<file path="config.mk">
export PLATFORM = sky130hd
export DESIGN_NAME = tyai_yellow_alarm
export DESIGN_NICKNAME = d
export VERILOG_FILES = /design/src/design/tyai_pkg.sv /design/src/design/tyai_link_if.sv /design/src/design/tyai_esf_alarm.sv /design/src/design/tyai_yellow_alarm.sv
export VERILOG_INCLUDE_DIRS = /design/src /design/src/design
export SDC_FILE = /design/constraint.sdc
export NUM_CORES = 1
export LEC_CHECK = 0
export ABC_AREA = 1
export BUFFER_PORTS_ARGS = -buffer_cell sky130_fd_sc_hd__buf_2
export CAP_MARGIN = 25
export CORE_ASPECT_RATIO = 2
export CORE_MARGIN = 2
export CORE_UTILIZATION = 54
export CTS_BUF_LIST = sky130_fd_sc_hd__clkbuf_8
export CTS_CLUSTER_SIZE = 16
export DETAILED_ROUTE_END_ITERATION = 6
export MAX_ROUTING_LAYER = met4
export PLACE_DENSITY = 0.95
export SYNTH_ARGS = -nofsm -noshare
export SYNTH_HDL_FRONTEND = slang
export SYNTH_SLANG_ARGS = --single-unit
</file>
<file path="constraint.sdc">
create_clock -name sys_clk -period 3.8 [get_ports sys_clk]
set_input_delay 0.19 -clock sys_clk [delete_from_list [all_inputs] [get_ports sys_clk]]
set_output_delay 0.19 -clock sys_clk [all_outputs]
set_load 0.01 [all_outputs]
</file>
<file path="src/design/tyai_consts.svh">
// Register offsets, field positions, reset values and counts for the yellow alarm inserter.
`ifndef TYAI_CONSTS_SVH
`define TYAI_CONSTS_SVH

`define TYAI_AGC_OFFSET 12'h108
`define TYAI_FMT_OFFSET 12'h10c
`define TYAI_STAT_OFFSET 12'h110

`define TYAI_AGC_RESET 8'h00
`define TYAI_FMT_RESET 2'h0

`define TYAI_YSEL_LSB 4
`define TYAI_YSEL_MSB 5

`define TYAI_STAT_ACTIVE_BIT 0
`define TYAI_STAT_LEVEL_BIT 1
`define TYAI_STAT_COUNT_LSB 8
`define TYAI_STAT_COUNT_MSB 15

`define TYAI_DS0_ALARM_BIT 6
`define TYAI_DM_ALARM_BIT 2
`define TYAI_DM_ALARM_SLOT 5'h17
`define TYAI_SF_ALARM_FRAME 5'h0c

`define TYAI_PATTERN_LEN 5'h10
`define TYAI_PATTERN_ONES 5'h08
`define TYAI_BURST_PATTERNS 8'hff

`endif

</file>
<file path="src/design/tyai_pkg.sv">
// Types shared by the yellow alarm inserter modules.
package tyai_pkg;

  typedef enum logic [1:0] {
    TYAI_FMT_SF = 2'h0,
    TYAI_FMT_ESF = 2'h1,
    TYAI_FMT_N = 2'h2,
    TYAI_FMT_DM = 2'h3
  } tyai_format_type;

  typedef enum logic [0:0] {
    TYAI_ESF_IDLE = 1'h0,
    TYAI_ESF_RUN = 1'h1
  } tyai_esf_state_type;

endpackage

</file>
<file path="src/design/tyai_link_if.sv">
// Signals between the framer path and the data link alarm generator.
`timescale 1ns/100ps
interface tyai_link_if;
  logic dl_strobe;
  logic esf_mode;
  logic [1:0] sel;
  logic active;
  logic level_burst;
  logic pattern_bit;
  logic [7:0] pattern_count;

  modport framer_side (
    output dl_strobe,
    output esf_mode,
    output sel,
    input active,
    input level_burst,
    input pattern_bit,
    input pattern_count
  );

  modport esf_side (
    input dl_strobe,
    input esf_mode,
    input sel,
    output active,
    output level_burst,
    output pattern_bit,
    output pattern_count
  );
endinterface

</file>
<file path="src/design/tyai_esf_alarm.sv">
// Data link alarm pattern generator with burst counter.
`timescale 1ns/100ps
`include "tyai_consts.svh"
module tyai_esf_alarm
  import tyai_pkg::*;
#(
  parameter logic [7:0] burst_patterns = `TYAI_BURST_PATTERNS
) (
  input wire logic sys_clk,
  input wire logic sys_rst,
  tyai_link_if.esf_side link
);

  tyai_esf_state_type state;
  logic sel0_last;
  logic [4:0] bit_idx;
  logic [7:0] count;
  logic level;
  logic pulse;
  logic pattern_end;
  logic [7:0] count_inc;
  logic stop_now;

  // A rising select bit 0 in a pulse-driven setting starts or restarts a counted burst.
  assign pulse = link.sel[0] && !sel0_last;
  assign pattern_end = (state == TYAI_ESF_RUN) && link.dl_strobe && (bit_idx == `TYAI_PATTERN_LEN - 5'h01);
  assign count_inc = (count == 8'hff) ? count : count + 8'h01;
  // Bursts end when a whole pattern has gone out, except that leaving ESF format stops the burst at once, mid-pattern.
  assign stop_now = level ? !link.sel[1] : ((count_inc >= burst_patterns) && !link.sel[0]);

  always_ff @(posedge sys_clk or posedge sys_rst) begin
    if (sys_rst) begin
      sel0_last <= 1'b0;
    end else begin
      sel0_last <= link.sel[0];
    end
  end

  always_ff @(posedge sys_clk or posedge sys_rst) begin
    if (sys_rst) begin
      state <= TYAI_ESF_IDLE;
      count <= 8'h00;
      level <= 1'b0;
    end else begin
      case (state)
        TYAI_ESF_IDLE: begin
          // Select zero starts nothing, so no alarm leaves the link.
          if (link.esf_mode && pulse) begin
            state <= TYAI_ESF_RUN;
            count <= 8'h00;
            level <= 1'b0;
          end else if (link.esf_mode && link.sel == 2'b10) begin
            state <= TYAI_ESF_RUN;
            count <= 8'h00;
            level <= 1'b1;
          end
        end
        TYAI_ESF_RUN: begin
          if (!link.esf_mode) begin
            state <= TYAI_ESF_IDLE;
          end else if (pulse) begin
            count <= 8'h00;
            level <= 1'b0;
          end else if (pattern_end) begin
            count <= count_inc;
            if (stop_now) begin
              state <= TYAI_ESF_IDLE;
            end
          end
        end
        default: begin
          state <= TYAI_ESF_IDLE;
        end
      endcase
    end
  end

  always_ff @(posedge sys_clk or posedge sys_rst) begin
    if (sys_rst) begin
      bit_idx <= 5'h00;
    end else if (state != TYAI_ESF_RUN) begin
      bit_idx <= 5'h00;
    end else if (link.dl_strobe) begin
      bit_idx <= (bit_idx == `TYAI_PATTERN_LEN - 5'h01) ? 5'h00 : bit_idx + 5'h01;
    end
  end

  assign link.active = (state == TYAI_ESF_RUN);
  assign link.level_burst = level;
  assign link.pattern_bit = (bit_idx < `TYAI_PATTERN_ONES);
  assign link.pattern_count = count;

endmodule

</file>
<file path="src/design/tyai_yellow_alarm.sv">
// Transmit yellow alarm inserter with AHB-Lite register slave.
// What this block does
// - N format: nonzero select zeroes DS0 second MSB.
// - Multiplex format: nonzero select clears slot 23 bit.
// - Select zero inserts no alarm, except that an ESF burst already running goes on: a counted one to its count, a level one to its pattern end.
// - Superframe, select 01/11: zero DS0 second MSB.
// - Superframe, select 10: frame 12 alignment bit one.
// - Extended superframe: eight ones, eight zeros on link.
// - Short bit 0 pulse sends exactly 255 patterns.
// - Long bit 0 pulse: send until bit low.
// - New bit 0 pulse restarts the 255 count.
// - Select 10: send while bit 1 high.
`timescale 1ns/100ps
`include "tyai_consts.svh"
module tyai_yellow_alarm
  import tyai_pkg::*;
(
  input wire logic sys_clk,
  input wire logic sys_rst,
  input wire logic hsel,
  input wire logic [31:0] haddr,
  input wire logic [1:0] htrans,
  input wire logic hwrite,
  input wire logic [2:0] hsize,
  input wire logic [31:0] hwdata,
  input wire logic hready,
  output logic [31:0] hrdata,
  output logic hreadyout,
  output logic hresp,
  input wire logic in_valid,
  input wire logic in_framing_bit,
  input wire logic [4:0] in_frame,
  input wire logic [4:0] in_slot,
  input wire logic [7:0] in_data,
  output logic out_valid,
  output logic out_framing_bit,
  output logic [4:0] out_frame,
  output logic [4:0] out_slot,
  output logic [7:0] out_data,
  output logic yellow_active
);

  tyai_link_if link ();

  logic [7:0] alarm_generation_control;
  tyai_format_type framing_format_control;
  logic [7:0] next_alarm_generation_control;
  tyai_format_type next_framing_format_control;
  logic wr_pending;
  logic [11:0] wr_addr;
  logic take;
  logic [31:0] next_hrdata;
  logic [31:0] status_word;
  logic [1:0] sel;
  logic [7:0] next_data;
  logic ds0_zero;
  logic dm_zero;

  // The slave never stalls; every transfer completes with OKAY in one data phase cycle.
  assign hreadyout = 1'b1;
  assign hresp = 1'b0;
  assign take = hsel && hready && htrans[1] && (hsize == 3'b010);

  always_ff @(posedge sys_clk or posedge sys_rst) begin
    if (sys_rst) begin
      wr_pending <= 1'b0;
      wr_addr <= 12'h000;
    end else if (hready) begin
      wr_pending <= take && hwrite;
      wr_addr <= haddr[11:0];
    end
  end

  always_comb begin
    next_alarm_generation_control = alarm_generation_control;
    next_framing_format_control = framing_format_control;
    if (wr_pending && wr_addr == `TYAI_AGC_OFFSET) begin
      next_alarm_generation_control = hwdata[7:0];
    end
    if (wr_pending && wr_addr == `TYAI_FMT_OFFSET) begin
      next_framing_format_control = tyai_format_type'(hwdata[1:0]);
    end
  end

  always_ff @(posedge sys_clk or posedge sys_rst) begin
    if (sys_rst) begin
      alarm_generation_control <= `TYAI_AGC_RESET;
      framing_format_control <= tyai_format_type'(`TYAI_FMT_RESET);
    end else begin
      alarm_generation_control <= next_alarm_generation_control;
      framing_format_control <= next_framing_format_control;
    end
  end

  always_comb begin
    status_word = 32'h0000_0000;
    status_word[`TYAI_STAT_ACTIVE_BIT] = link.active;
    status_word[`TYAI_STAT_LEVEL_BIT] = link.active && link.level_burst;
    status_word[`TYAI_STAT_COUNT_MSB:`TYAI_STAT_COUNT_LSB] = link.pattern_count;
  end

  // Reads use the next register values so a read right behind a write sees the new data.
  always_comb begin
    next_hrdata = 32'h0000_0000;
    case (haddr[11:0])
      `TYAI_AGC_OFFSET: begin
        next_hrdata = {24'h000000, next_alarm_generation_control};
      end
      `TYAI_FMT_OFFSET: begin
        next_hrdata = {30'h0, next_framing_format_control};
      end
      `TYAI_STAT_OFFSET: begin
        next_hrdata = status_word;
      end
      default: begin
        next_hrdata = 32'h0000_0000;
      end
    endcase
  end

  always_ff @(posedge sys_clk or posedge sys_rst) begin
    if (sys_rst) begin
      hrdata <= 32'h0000_0000;
    end else if (hready) begin
      hrdata <= (take && !hwrite) ? next_hrdata : 32'h0000_0000;
    end
  end

  assign sel = alarm_generation_control[`TYAI_YSEL_MSB:`TYAI_YSEL_LSB];

  // Only odd frames carry data link bits in the extended superframe.
  assign link.dl_strobe = in_valid && in_framing_bit && in_frame[0] && (framing_format_control == TYAI_FMT_ESF);
  assign link.esf_mode = (framing_format_control == TYAI_FMT_ESF);
  assign link.sel = sel;

  tyai_esf_alarm #(
    .burst_patterns(`TYAI_BURST_PATTERNS)
  ) u_esf_alarm (
    .sys_clk(sys_clk),
    .sys_rst(sys_rst),
    .link(link.esf_side)
  );

  assign ds0_zero = (sel != 2'b00) && ((framing_format_control == TYAI_FMT_N) ||
                    ((framing_format_control == TYAI_FMT_SF) && (sel != 2'b10)));
  assign dm_zero = (sel != 2'b00) && (framing_format_control == TYAI_FMT_DM) &&
                   (in_slot == `TYAI_DM_ALARM_SLOT);

  always_comb begin
    next_data = in_data;
    if (!in_framing_bit) begin
      if (ds0_zero) begin
        next_data[`TYAI_DS0_ALARM_BIT] = 1'b0;
      end
      if (dm_zero) begin
        next_data[`TYAI_DM_ALARM_BIT] = 1'b0;
      end
    end else begin
      if ((framing_format_control == TYAI_FMT_SF) && (sel == 2'b10) && (in_frame == `TYAI_SF_ALARM_FRAME)) begin
        next_data[0] = 1'b1;
      end
      if (link.dl_strobe && link.active) begin
        next_data[0] = link.pattern_bit;
      end
    end
  end

  // One register stage on the stream; there is no back-pressure, the framer keeps its own pace.
  always_ff @(posedge sys_clk or posedge sys_rst) begin
    if (sys_rst) begin
      out_valid <= 1'b0;
      out_framing_bit <= 1'b0;
      out_frame <= 5'h00;
      out_slot <= 5'h00;
      out_data <= 8'h00;
    end else begin
      out_valid <= in_valid;
      if (in_valid) begin
        out_framing_bit <= in_framing_bit;
        out_frame <= in_frame;
        out_slot <= in_slot;
        out_data <= next_data;
      end
    end
  end

  always_ff @(posedge sys_clk or posedge sys_rst) begin
    if (sys_rst) begin
      yellow_active <= 1'b0;
    end else begin
      yellow_active <= link.active || ds0_zero || ((sel != 2'b00) && (framing_format_control == TYAI_FMT_DM)) ||
                       ((framing_format_control == TYAI_FMT_SF) && (sel == 2'b10));
    end
  end

endmodule

</file>
# ---- After elaboration in Yosys (flattened, before gate mapping)
# Cells that the tools add are included.
dict set report totals {
  regBits 92
  mem_count 0
  latchBits 0
  ram_bits 0
  word_cells 110
  mem_bits_ro 0
}
dict set report classes {
  addsub 2
  bitwise 1
  eq_ne 20
  n_reduce_logical 35
  n_lt_le_gt_ge 2
  multipliers 0
  div 0
  shift 0
  muxes 34
}
# op count
set ops {}
lappend ops {{$eq A12 B9 Y1 const B} 5}
lappend ops {{$mux W8} 7}
lappend ops {{$pmux W16 S3} 1}
lappend ops {{$mux W32} 1}
lappend ops {{$logic_and A1 B1 Y1} 23}
lappend ops {{$mux W1} 18}
lappend ops {{$pmux W8 S2} 1}
lappend ops {{$mux W5} 3}
lappend ops {{$eq A5 B4 Y1 const B} 2}
lappend ops {{$add A8 B1 Y8 const B} 1}
lappend ops {{$eq A8 B8 Y1 const B} 1}
lappend ops {{$ge A8 B8 Y1 const B} 1}
lappend ops {{$eq A2 B2 Y1 const B} 3}
lappend ops {{$reduce_and A3 Y1} 2}
lappend ops {{$add A5 B1 Y5 const B} 1}
lappend ops {{$eq A5 B5 Y1 const B} 1}
lappend ops {{$lt A5 B4 Y1 const B} 1}
lappend ops {{$logic_not A1 Y1} 4}
lappend ops {{$logic_or A1 B1 Y1} 4}
lappend ops {{$ne A2 B1 Y1 const B} 2}
lappend ops {{$ne A2 B2 Y1 const B} 2}
lappend ops {{$pmux W1 S2} 2}
lappend ops {{$eq A3 B2 Y1 const B} 1}
lappend ops {{$ne A3 B1 Y1 const B} 1}
lappend ops {{other kinds (6)} 6}

# ---- Depth between registers and ports, before layout
# Gate-level depths: netlist of run 1.
dict set report depth {
  ltp_word 10
  ltp_mapped 11
  depth_no_buf 11
}

# ---- Cells and area by module
# Synthesis of run 1 repeated with hierarchy kept, for this count alone.
dict set report hier_totals {
  cells_unflattened 469
  area_unflattened_um2 3808.7
}
# mod area_each_um2 seq_area_each_um2 cells_per_inst instances
set by_module_without_submodules {}
lappend by_module_without_submodules {tyai_yellow_alarm 2822.7 1501.4 338 1}
lappend by_module_without_submodules {tyai_esf_alarm 985.9 400.4 131 1}

# ---- Worst setup path before layout of run 1
# No wires, ideal clock.
dict set report synth_timing {
  kind {register to register}
  start {register u_esf_alarm.bit_idx[0]}
  end {register u_esf_alarm.count[0], in the netlist u_esf_alarm.link.pattern_count[0]}
  stages_incl_launch_ff 9
  required_time_ns 3.723
  t_arrival_ns 1.429
  setup_slack_ns 2.293
  setup_ns 0.077
  cell_sequence {dfrtp_1 > ha_1 > nand2_1 > nor2_1 > nand2_1 > nor2_4 > o31ai_2 > nand2_1 > o21ai_1}
}
dict set report synth_via {
  elab_chain_cells 4
}
# element line
set synth_rtl {}
lappend synth_rtl {{start, declared} tyai_esf_alarm.sv:16} ;# logic [4:0] bit_idx;
lappend synth_rtl {{start signal, assigned} tyai_esf_alarm.sv:84} ;# bit_idx <= (bit_idx == `TYAI_PATTERN_LEN - 5'h01) ? 5'h00 : bit_idx + 5'h01;
lappend synth_rtl {{$eq A5 B4 Y1} tyai_esf_alarm.sv:26} ;# assign pattern_end = (state == TYAI_ESF_RUN) && link.dl_strobe && (bit_idx == `TYAI_PATTERN_LEN - 5'h01);
lappend synth_rtl {{$logic_and A1 B1 Y1} tyai_esf_alarm.sv:26}
lappend synth_rtl {{$ne A3 B3 Y1 (no line)} n/a}
lappend synth_rtl {{$reduce_and A3 Y1 (no line)} n/a}
lappend synth_rtl {{end signal, assigned} tyai_esf_alarm.sv:65} ;# count <= count_inc;
lappend synth_rtl {{end, declared} tyai_esf_alarm.sv:17} ;# logic [7:0] count;
# No other way between the ends.
# A chain may end at the register's enable or synchronous reset.

# ---- Worst setup path after layout of run 1
dict set report layout_timing {
  start {register wr_addr[6]}
  end {register hrdata[0]}
}
dict set report layout_via {
  elab_chain_cells 5
  elab_cells_between_ends 8
  classes_between {eq/ne (2); mux (4); reduce/logical (2)}
}
# element line
set layout_rtl {}
lappend layout_rtl {{start, declared} tyai_yellow_alarm.sv:50} ;# logic [11:0] wr_addr;
lappend layout_rtl {{start signal, assigned} tyai_yellow_alarm.sv:70} ;# wr_addr <= haddr[11:0];
lappend layout_rtl {{$eq A12 B9 Y1 (no line)} n/a}
lappend layout_rtl {{$logic_and A1 B1 Y1 (no line)} n/a}
lappend layout_rtl {{$mux W8} tyai_yellow_alarm.sv:77} ;# if (wr_pending && wr_addr == `TYAI_AGC_OFFSET) begin
lappend layout_rtl {{named net next_alarm_generation_control[0]} tyai_yellow_alarm.sv:47} ;# logic [7:0] next_alarm_generation_control;
lappend layout_rtl {{$pmux W16 S3} tyai_yellow_alarm.sv:105} ;# case (haddr[11:0])
lappend layout_rtl {{$mux W32} tyai_yellow_alarm.sv:125} ;# hrdata <= (take && !hwrite) ? next_hrdata : 32'h0000_0000;
lappend layout_rtl {{end signal, assigned} tyai_yellow_alarm.sv:125}
lappend layout_rtl {{end, declared} tyai_yellow_alarm.sv:27} ;# output logic [31:0] hrdata,
# The timed path passes the listed nets, and every way through them passes these cells.

==> impl_metrics.ini, run 1 <==
[worst_setup_path]
arrival_ps = 2250
cp-start-kind = flip-flop
reg2reg_setup_slack_ps = 1800
criticalPathCategory = flip-flop to flip-flop
cp.required_ps = 4050
cp_max_fo = 12
endpoint_kind = flip-flop

[place]
preCtsSetupSlack_ps = 1820
port_buffers = 85
post_dp_cell_area_mm2 = 0.00415
gp_congestion = 0.894
dp.cells = 623
hpwl_mm = 6.07

[min_path]
hold_path_class = input pin to flip-flop

[layout]
n_antenna_cell = 0
final_nets = 644
mostFrequentLayoutCell = nand2_1
most-common-layout-cells = nand2_1, buf_2, dfrtp_1
fin_cells = 641
fin_area_mm2 = 0.00438
area_growth_pct = 17.8
drive_above_1_share_pct = 22.6
post-route-util_pct = 66.2

[route]
via_per_inst = 5.02
firstDrtPassIters = 4
route.detailed.drc = 0
routed_wl_mm = 8.15
num_vias = 3215
antenna_left = 0
drt_iter0_markers = 154
wl_per_cell_um = 12.7

[power_and_ir_drop]
power_frac_comb_pct = 8.9
powerDensity_mw_per_mm2 = 368
sequentialPowerShare_pct = 52.9
intPower_mw = 1.22
ir_worst_vdd_mv = 0.287
switchingPower_mw = 0.387
p_leak_nw = 2.29
clock_power_share_pct = 38.3
switching_share_pct = 24.0

[floorplan]
die-area_mm2 = 0.00761
die_h_um = 121
core_area_mm2 = 0.00662
num_io_pins = 149
rows = 42
die_w_um = 62.7
start_util_pct = 56.2

[timing]
maxSlewViolCount = 0
min_period_over_period_pct = 52.7
setup_violations = 0
tightestPinTransition_ps = 785
skew_ps = 7.51
finalSetupTns_ps = 0
period_needed_ps = 2000
maxSlewHeadroom_pct = 47.5
grt_setup_unrepaired = no
final-hold-violation-count = 0
clock.fmax_mhz = 499
setup_slack_ps = 1800

[clocking]
clock-sinks = 76
insertion_delay_ps = 350
cts_buffers = 9
cts_tree = built
clk_pin_slew_ps = 80
clockBufferDepth = 2
root_buffer = clkbuf_8
cts_resized = 0
ctsHtreeMaxLevel = 3

[synthesis]
avgSynthCellArea_um2 = 8.09
async_flop_share_pct = 100
synth_top_flop_cell = dfrtp_1
syn_inst = 460
synth-warning-count = 0
synth_area_leaders = dfrtp_1, nand2_1, inv_1
yosysUniqueCellTypes = 37
ys_seq_elements = 76
syn_area_mm2 = 0.00372
yosysTopAreaCell = dfrtp_1
synth_edf_count = 0
synth-seq-area-share_pct = 51.1
yosys.area.top_type_share_pct = 51.1

[grt]
grt_pass1_vias = 3115
grt_use_total_pct = 23.9
grt_first_pass_wirelength_mm = 13.8
grt_max_degree = 49
grt_antenna_before_repair = 0
grt_overflow_total = 0

[outcome]
status = completed

[job]
cap_violations = 0
## final cells by class
| cell class | instances | area [um2] |
|---|---|---|
| tap | 88 | 110 |
| clock inverter | 5 | 51.3 |
| multi-input combinational | 326 | 1530 |
| sequential | 76 | 1900 |
| timing repair buffer | 88 | 463 |
| fill | 542 | 2240 |
| clock buffer | 11 | 151 |
| inverter | 47 | 176 |
## critical path: stages (launching register included)
cell      delay (ps)
dfrtp_1          370
inv_1             70
nand4_1          110
nor2_1           630
nand2_2          240
nand2_1          120
nand2_1           70
nand2_1           90
nand3b_1          80
nand2_1           80
nand2_1           50
## synth_stat cells, types with 2 or more instances
master	n
nand4_1	4
clkbuf_1	6
o21ai_0	33
buf_4	19
xor2_1	2
dfrtp_1	76
a21oi_1	4
nand3_2	2
nor2_1	27
nand2_2	2
nand3_1	32
nor3_1	4
conb_1	2
inv_1	44
a32o_1	2
o21ai_1	8
ha_1	2
nand2_1	165
nor2_2	2
inv_2	3
nor2_4	5
## flip-flops by register name, summed over array words and instances, names as in the netlist, 2 cells and up
| signal | count |
|---|---|
| framing_format_control | 2 |
| hrdata | 16 |
| u_esf_alarm.bit_idx | 5 |
| out_data | 8 |
| out_frame | 5 |
| out_slot | 5 |
| wr_addr | 12 |
| alarm_generation_control | 8 |
| u_esf_alarm.link.pattern_count | 8 |
## per-layer routing
layer  global-route usage [%]  part of all wire (%)  wire (um)
met1                     25.6                    38       3110
met2                     40.7                    52       4240
met3                     4.36                   5.7        464
met4                     14.6                   4.1        333
met5                        -                     0          0
## path summary, 6_finish.rpt
check | startpoint | to | depth (start not counted)
max | wr_addr[6]$_DFFE_PP0P_ | hrdata[0]$_DFFE_PP0P_ | 10
max reg2reg | wr_addr[6]$_DFFE_PP0P_ | hrdata[0]$_DFFE_PP0P_ | 10
min in group asynchronous | sys_rst | wr_addr[11]$_DFFE_PP0P_ | 3
min reg2reg | out_data[1]$_DFFE_PP0P_ | out_data[1]$_DFFE_PP0P_ | 2
max in group asynchronous | sys_rst | out_data[5]$_DFFE_PP0P_ | 5
min | in_data[5] | out_data[5]$_DFFE_PP0P_ | 3
## power by group through the flow
stage	combinational, mW	sequential, mW	clock [mW]
after floorplan	0.0801	0.875	0
after global placement	0.134	0.865	0
after detailed placement	0.139	0.867	0
after CTS	0.140	0.851	0.627
after global routing	0.162	0.855	0.662
final	0.143	0.852	0.617
## logic make-up after synthesis
logic type	synth area share (%)
xor+xnor	0.706
simple gates	30.6
fa+ha+maj	0.672
flops	51.1
other cells	0.202
compound gates	7.29
buf+inv	9.41
## through the flow
step | total power, mW | hold WS (ps)
floorplan | 0.955 | 221
global placement | 1.00 | 392
detailed placement | 1.01 | 396
CTS | 1.62 | 29.9
global route | 1.68 | 45.2
finish | 1.61 | 43.5
## timing repair
action,CTS,global route
hold buffers,0,1
buffers inserted,0,0
endpoints found under the hold margin,0,47
No activity file was read; power rests on OpenSTA's default activity.
==> run 2: changes to the inputs <==
--- a/config.mk
+++ b/config.mk
@@ -11,12 +11,12 @@
 export CAP_MARGIN = 25
 export CORE_ASPECT_RATIO = 2
 export CORE_MARGIN = 2
-export CORE_UTILIZATION = 54
+export CORE_UTILIZATION = 45
 export CTS_BUF_LIST = sky130_fd_sc_hd__clkbuf_8
 export CTS_CLUSTER_SIZE = 16
 export DETAILED_ROUTE_END_ITERATION = 6
 export MAX_ROUTING_LAYER = met4
-export PLACE_DENSITY = 0.95
+export PLACE_DENSITY = 0.9
 export SYNTH_ARGS = -nofsm -noshare
 export SYNTH_HDL_FRONTEND = slang
 export SYNTH_SLANG_ARGS = --single-unit
==> constraint.sdc (replaced) <==
create_clock -name sys_clk -period 1.8 [get_ports sys_clk]
set_input_delay 0.09 -clock sys_clk [delete_from_list [all_inputs] [get_ports sys_clk]]
set_output_delay 0.09 -clock sys_clk [all_outputs]
set_load 0.01 [all_outputs]
==> impl_metrics.ini, run 2 (synthesized netlist as in run 1, its figures left out) <==
[power_and_ir_drop]
powerDensity_mw_per_mm2 = 743
ir_worst_vdd_mv = 0.612
p_leak_nw = 2.43

[worst_setup_path]
regToRegStartpoint = u_esf_alarm.link.pattern_count[1]$_DFFE_PP0P_
arrival_ps = 1860
cp-start-kind = flip-flop
criticalPathCategory = flip-flop to flip-flop
r2r_cells = 10
crit_start = u_esf_alarm.link.pattern_count[1]$_DFFE_PP0P_
cp.required_ps = 2030
endpoint_kind = flip-flop
cp_max_fo = 7
rr_endpoint = u_esf_alarm.link.active$_DFF_PP0_
cp-endpoint = u_esf_alarm.link.active$_DFF_PP0_
reg2reg_setup_slack_ps = 170

[route]
wl_per_cell_um = 13.5
routed_wl_mm = 9.28
via_per_inst = 5.08
firstDrtPassIters = 5
antenna_left = 0
num_vias = 3484
route.detailed.drc = 0
drt_iter0_markers = 241

[job]
cap_violations = 0

[clocking]
clk_pin_slew_ps = 80
insertion_delay_ps = 360
ctsHtreeMaxLevel = 3
clock-sinks = 76
cts_tree = built
postCtsSetupBuffers = 0
cts_buffers = 9
root_buffer = clkbuf_8
clockBufferDepth = 2

[place]
gp_congestion = 0.824
post_dp_cell_area_mm2 = 0.00423
port_buffers = 85
hpwl_mm = 6.57

[floorplan]
core_area_mm2 = 0.00817
num_io_pins = 149
die-area_mm2 = 0.00906
die_w_um = 68.3
rows = 47
start_util_pct = 45.5
die_h_um = 133

[grt]
grt_first_pass_wirelength_mm = 15.6
grt_max_degree = 43
grt_antenna_before_repair = 0
grt_pass1_vias = 3590
grt_use_total_pct = 23.0
grt_overflow_total = 0

[timing]
period_needed_ps = 1630
setup_violations = 0
clock.fmax_mhz = 615
maxSlewViolCount = 0
grt_setup_unrepaired = no
tightestPinTransition_ps = 629
holdWs_ps = 7.69
min_period_over_period_pct = 90.4
finalSetupTns_ps = 0
skew_ps = 10.2
final-hold-violation-count = 0
maxSlewHeadroom_pct = 58.0

[layout]
fin_area_mm2 = 0.00475
largest-register = hrdata
seq_area_mm2 = 0.00190
n_antenna_cell = 0
drive_above_1_share_pct = 23.3
num-fill-cells = 697
mostFrequentLayoutCell = nand2_1
post-route-util_pct = 58.2
most-common-layout-cells = nand2_1, buf_2, dfrtp_1
top_regs = hrdata x16, wr_addr x12
multi_input_area_mm2 = 0.00154
area_growth_pct = 27.7
final_nets = 679
largest_reg_flops = 16

[outcome]
status = completed

[min_path]
hold_path_class = input pin to flip-flop
[run 2: cell types whose count changed in the layout (fill, tap and decap cells not counted), sizes merged]
cell,delta
clkinv,+1
inv,-2
clkinvlp,+1
dlygate4sd3,+29
buf,+6
[run 2: how the worst min path moves through the flow]
stage	end	cells past startpoint	slack [ps]	startpoint
global route	alarm_generation_control[7]$_DFF_PP0_	3	9	hwdata[7]
floorplan	out_valid$_DFF_PP0_	0	120	in_valid
detailed placement	wr_addr[10]$_DFFE_PP0P_	3	170	sys_rst
global placement	framing_format_control[0]$_DFF_PP0_	3	170	sys_rst
CTS	wr_addr[8]$_DFFE_PP0P_	3	0.04	haddr[8]
finish	alarm_generation_control[7]$_DFF_PP0_	3	8	hwdata[7]
[run 2: routing by layer]
layer	up-vias	GRT usage [%]	routed length (um)	share of wire [%]
met5	-	-	0	0
met4	0	10.8	371	4.0
met1	1640	24.0	3490	38
met2	154	39.2	4930	53
met3	31	5.44	484	5.2
li1	1659	-	-	-
[run 2: power breakdown]
part           total, mW  switching [mW]  leakage (nW)  internal [mW]
combinational      0.366           0.212          1.39          0.154
clock               1.37           0.653         0.106          0.718
sequential          1.80          0.0283         0.937           1.77
total               3.53           0.894          2.43           2.64
[run 2: area by class of cell]
cell class                 instances  area share [%]
tap                               98            2.58
timing repair buffer             123            16.8
clock buffer                      11            3.18
inverter                          47            3.79
clock inverter                     5            1.26
sequential                        76            40.1
multi-input combinational        326            32.3
[run 2: what timing repair did]
action | in CTS | in global routing
resized for setup | 0 | 5
hold buffers | 30 | 0
hold endpoints to repair | 105 | 0
endpoints found under the setup margin | 0 | 3
[run 2: stage by stage]
stage | setup WS [ps] | std cells | total power [mW]
global placement | 185 | 640 | 2.12
global route | 10.0 | 686 | 3.69
finish | 173 | 686 | 3.53
floorplan | 293 | 476 | 2.02
CTS | 87.9 | 686 | 3.54
detailed placement | 151 | 640 | 2.14
[run 2: critical path, stage by stage (launching register included)]
cell	delay (ps)
dfrtp_2	410
ha_2	210
nand2_2	90
nor2_4	140
nand2_2	130
nand3_1	150
nand3_1	90
nor2_1	120
nand2_1	60
nand2_1	60
a21oi_1	60
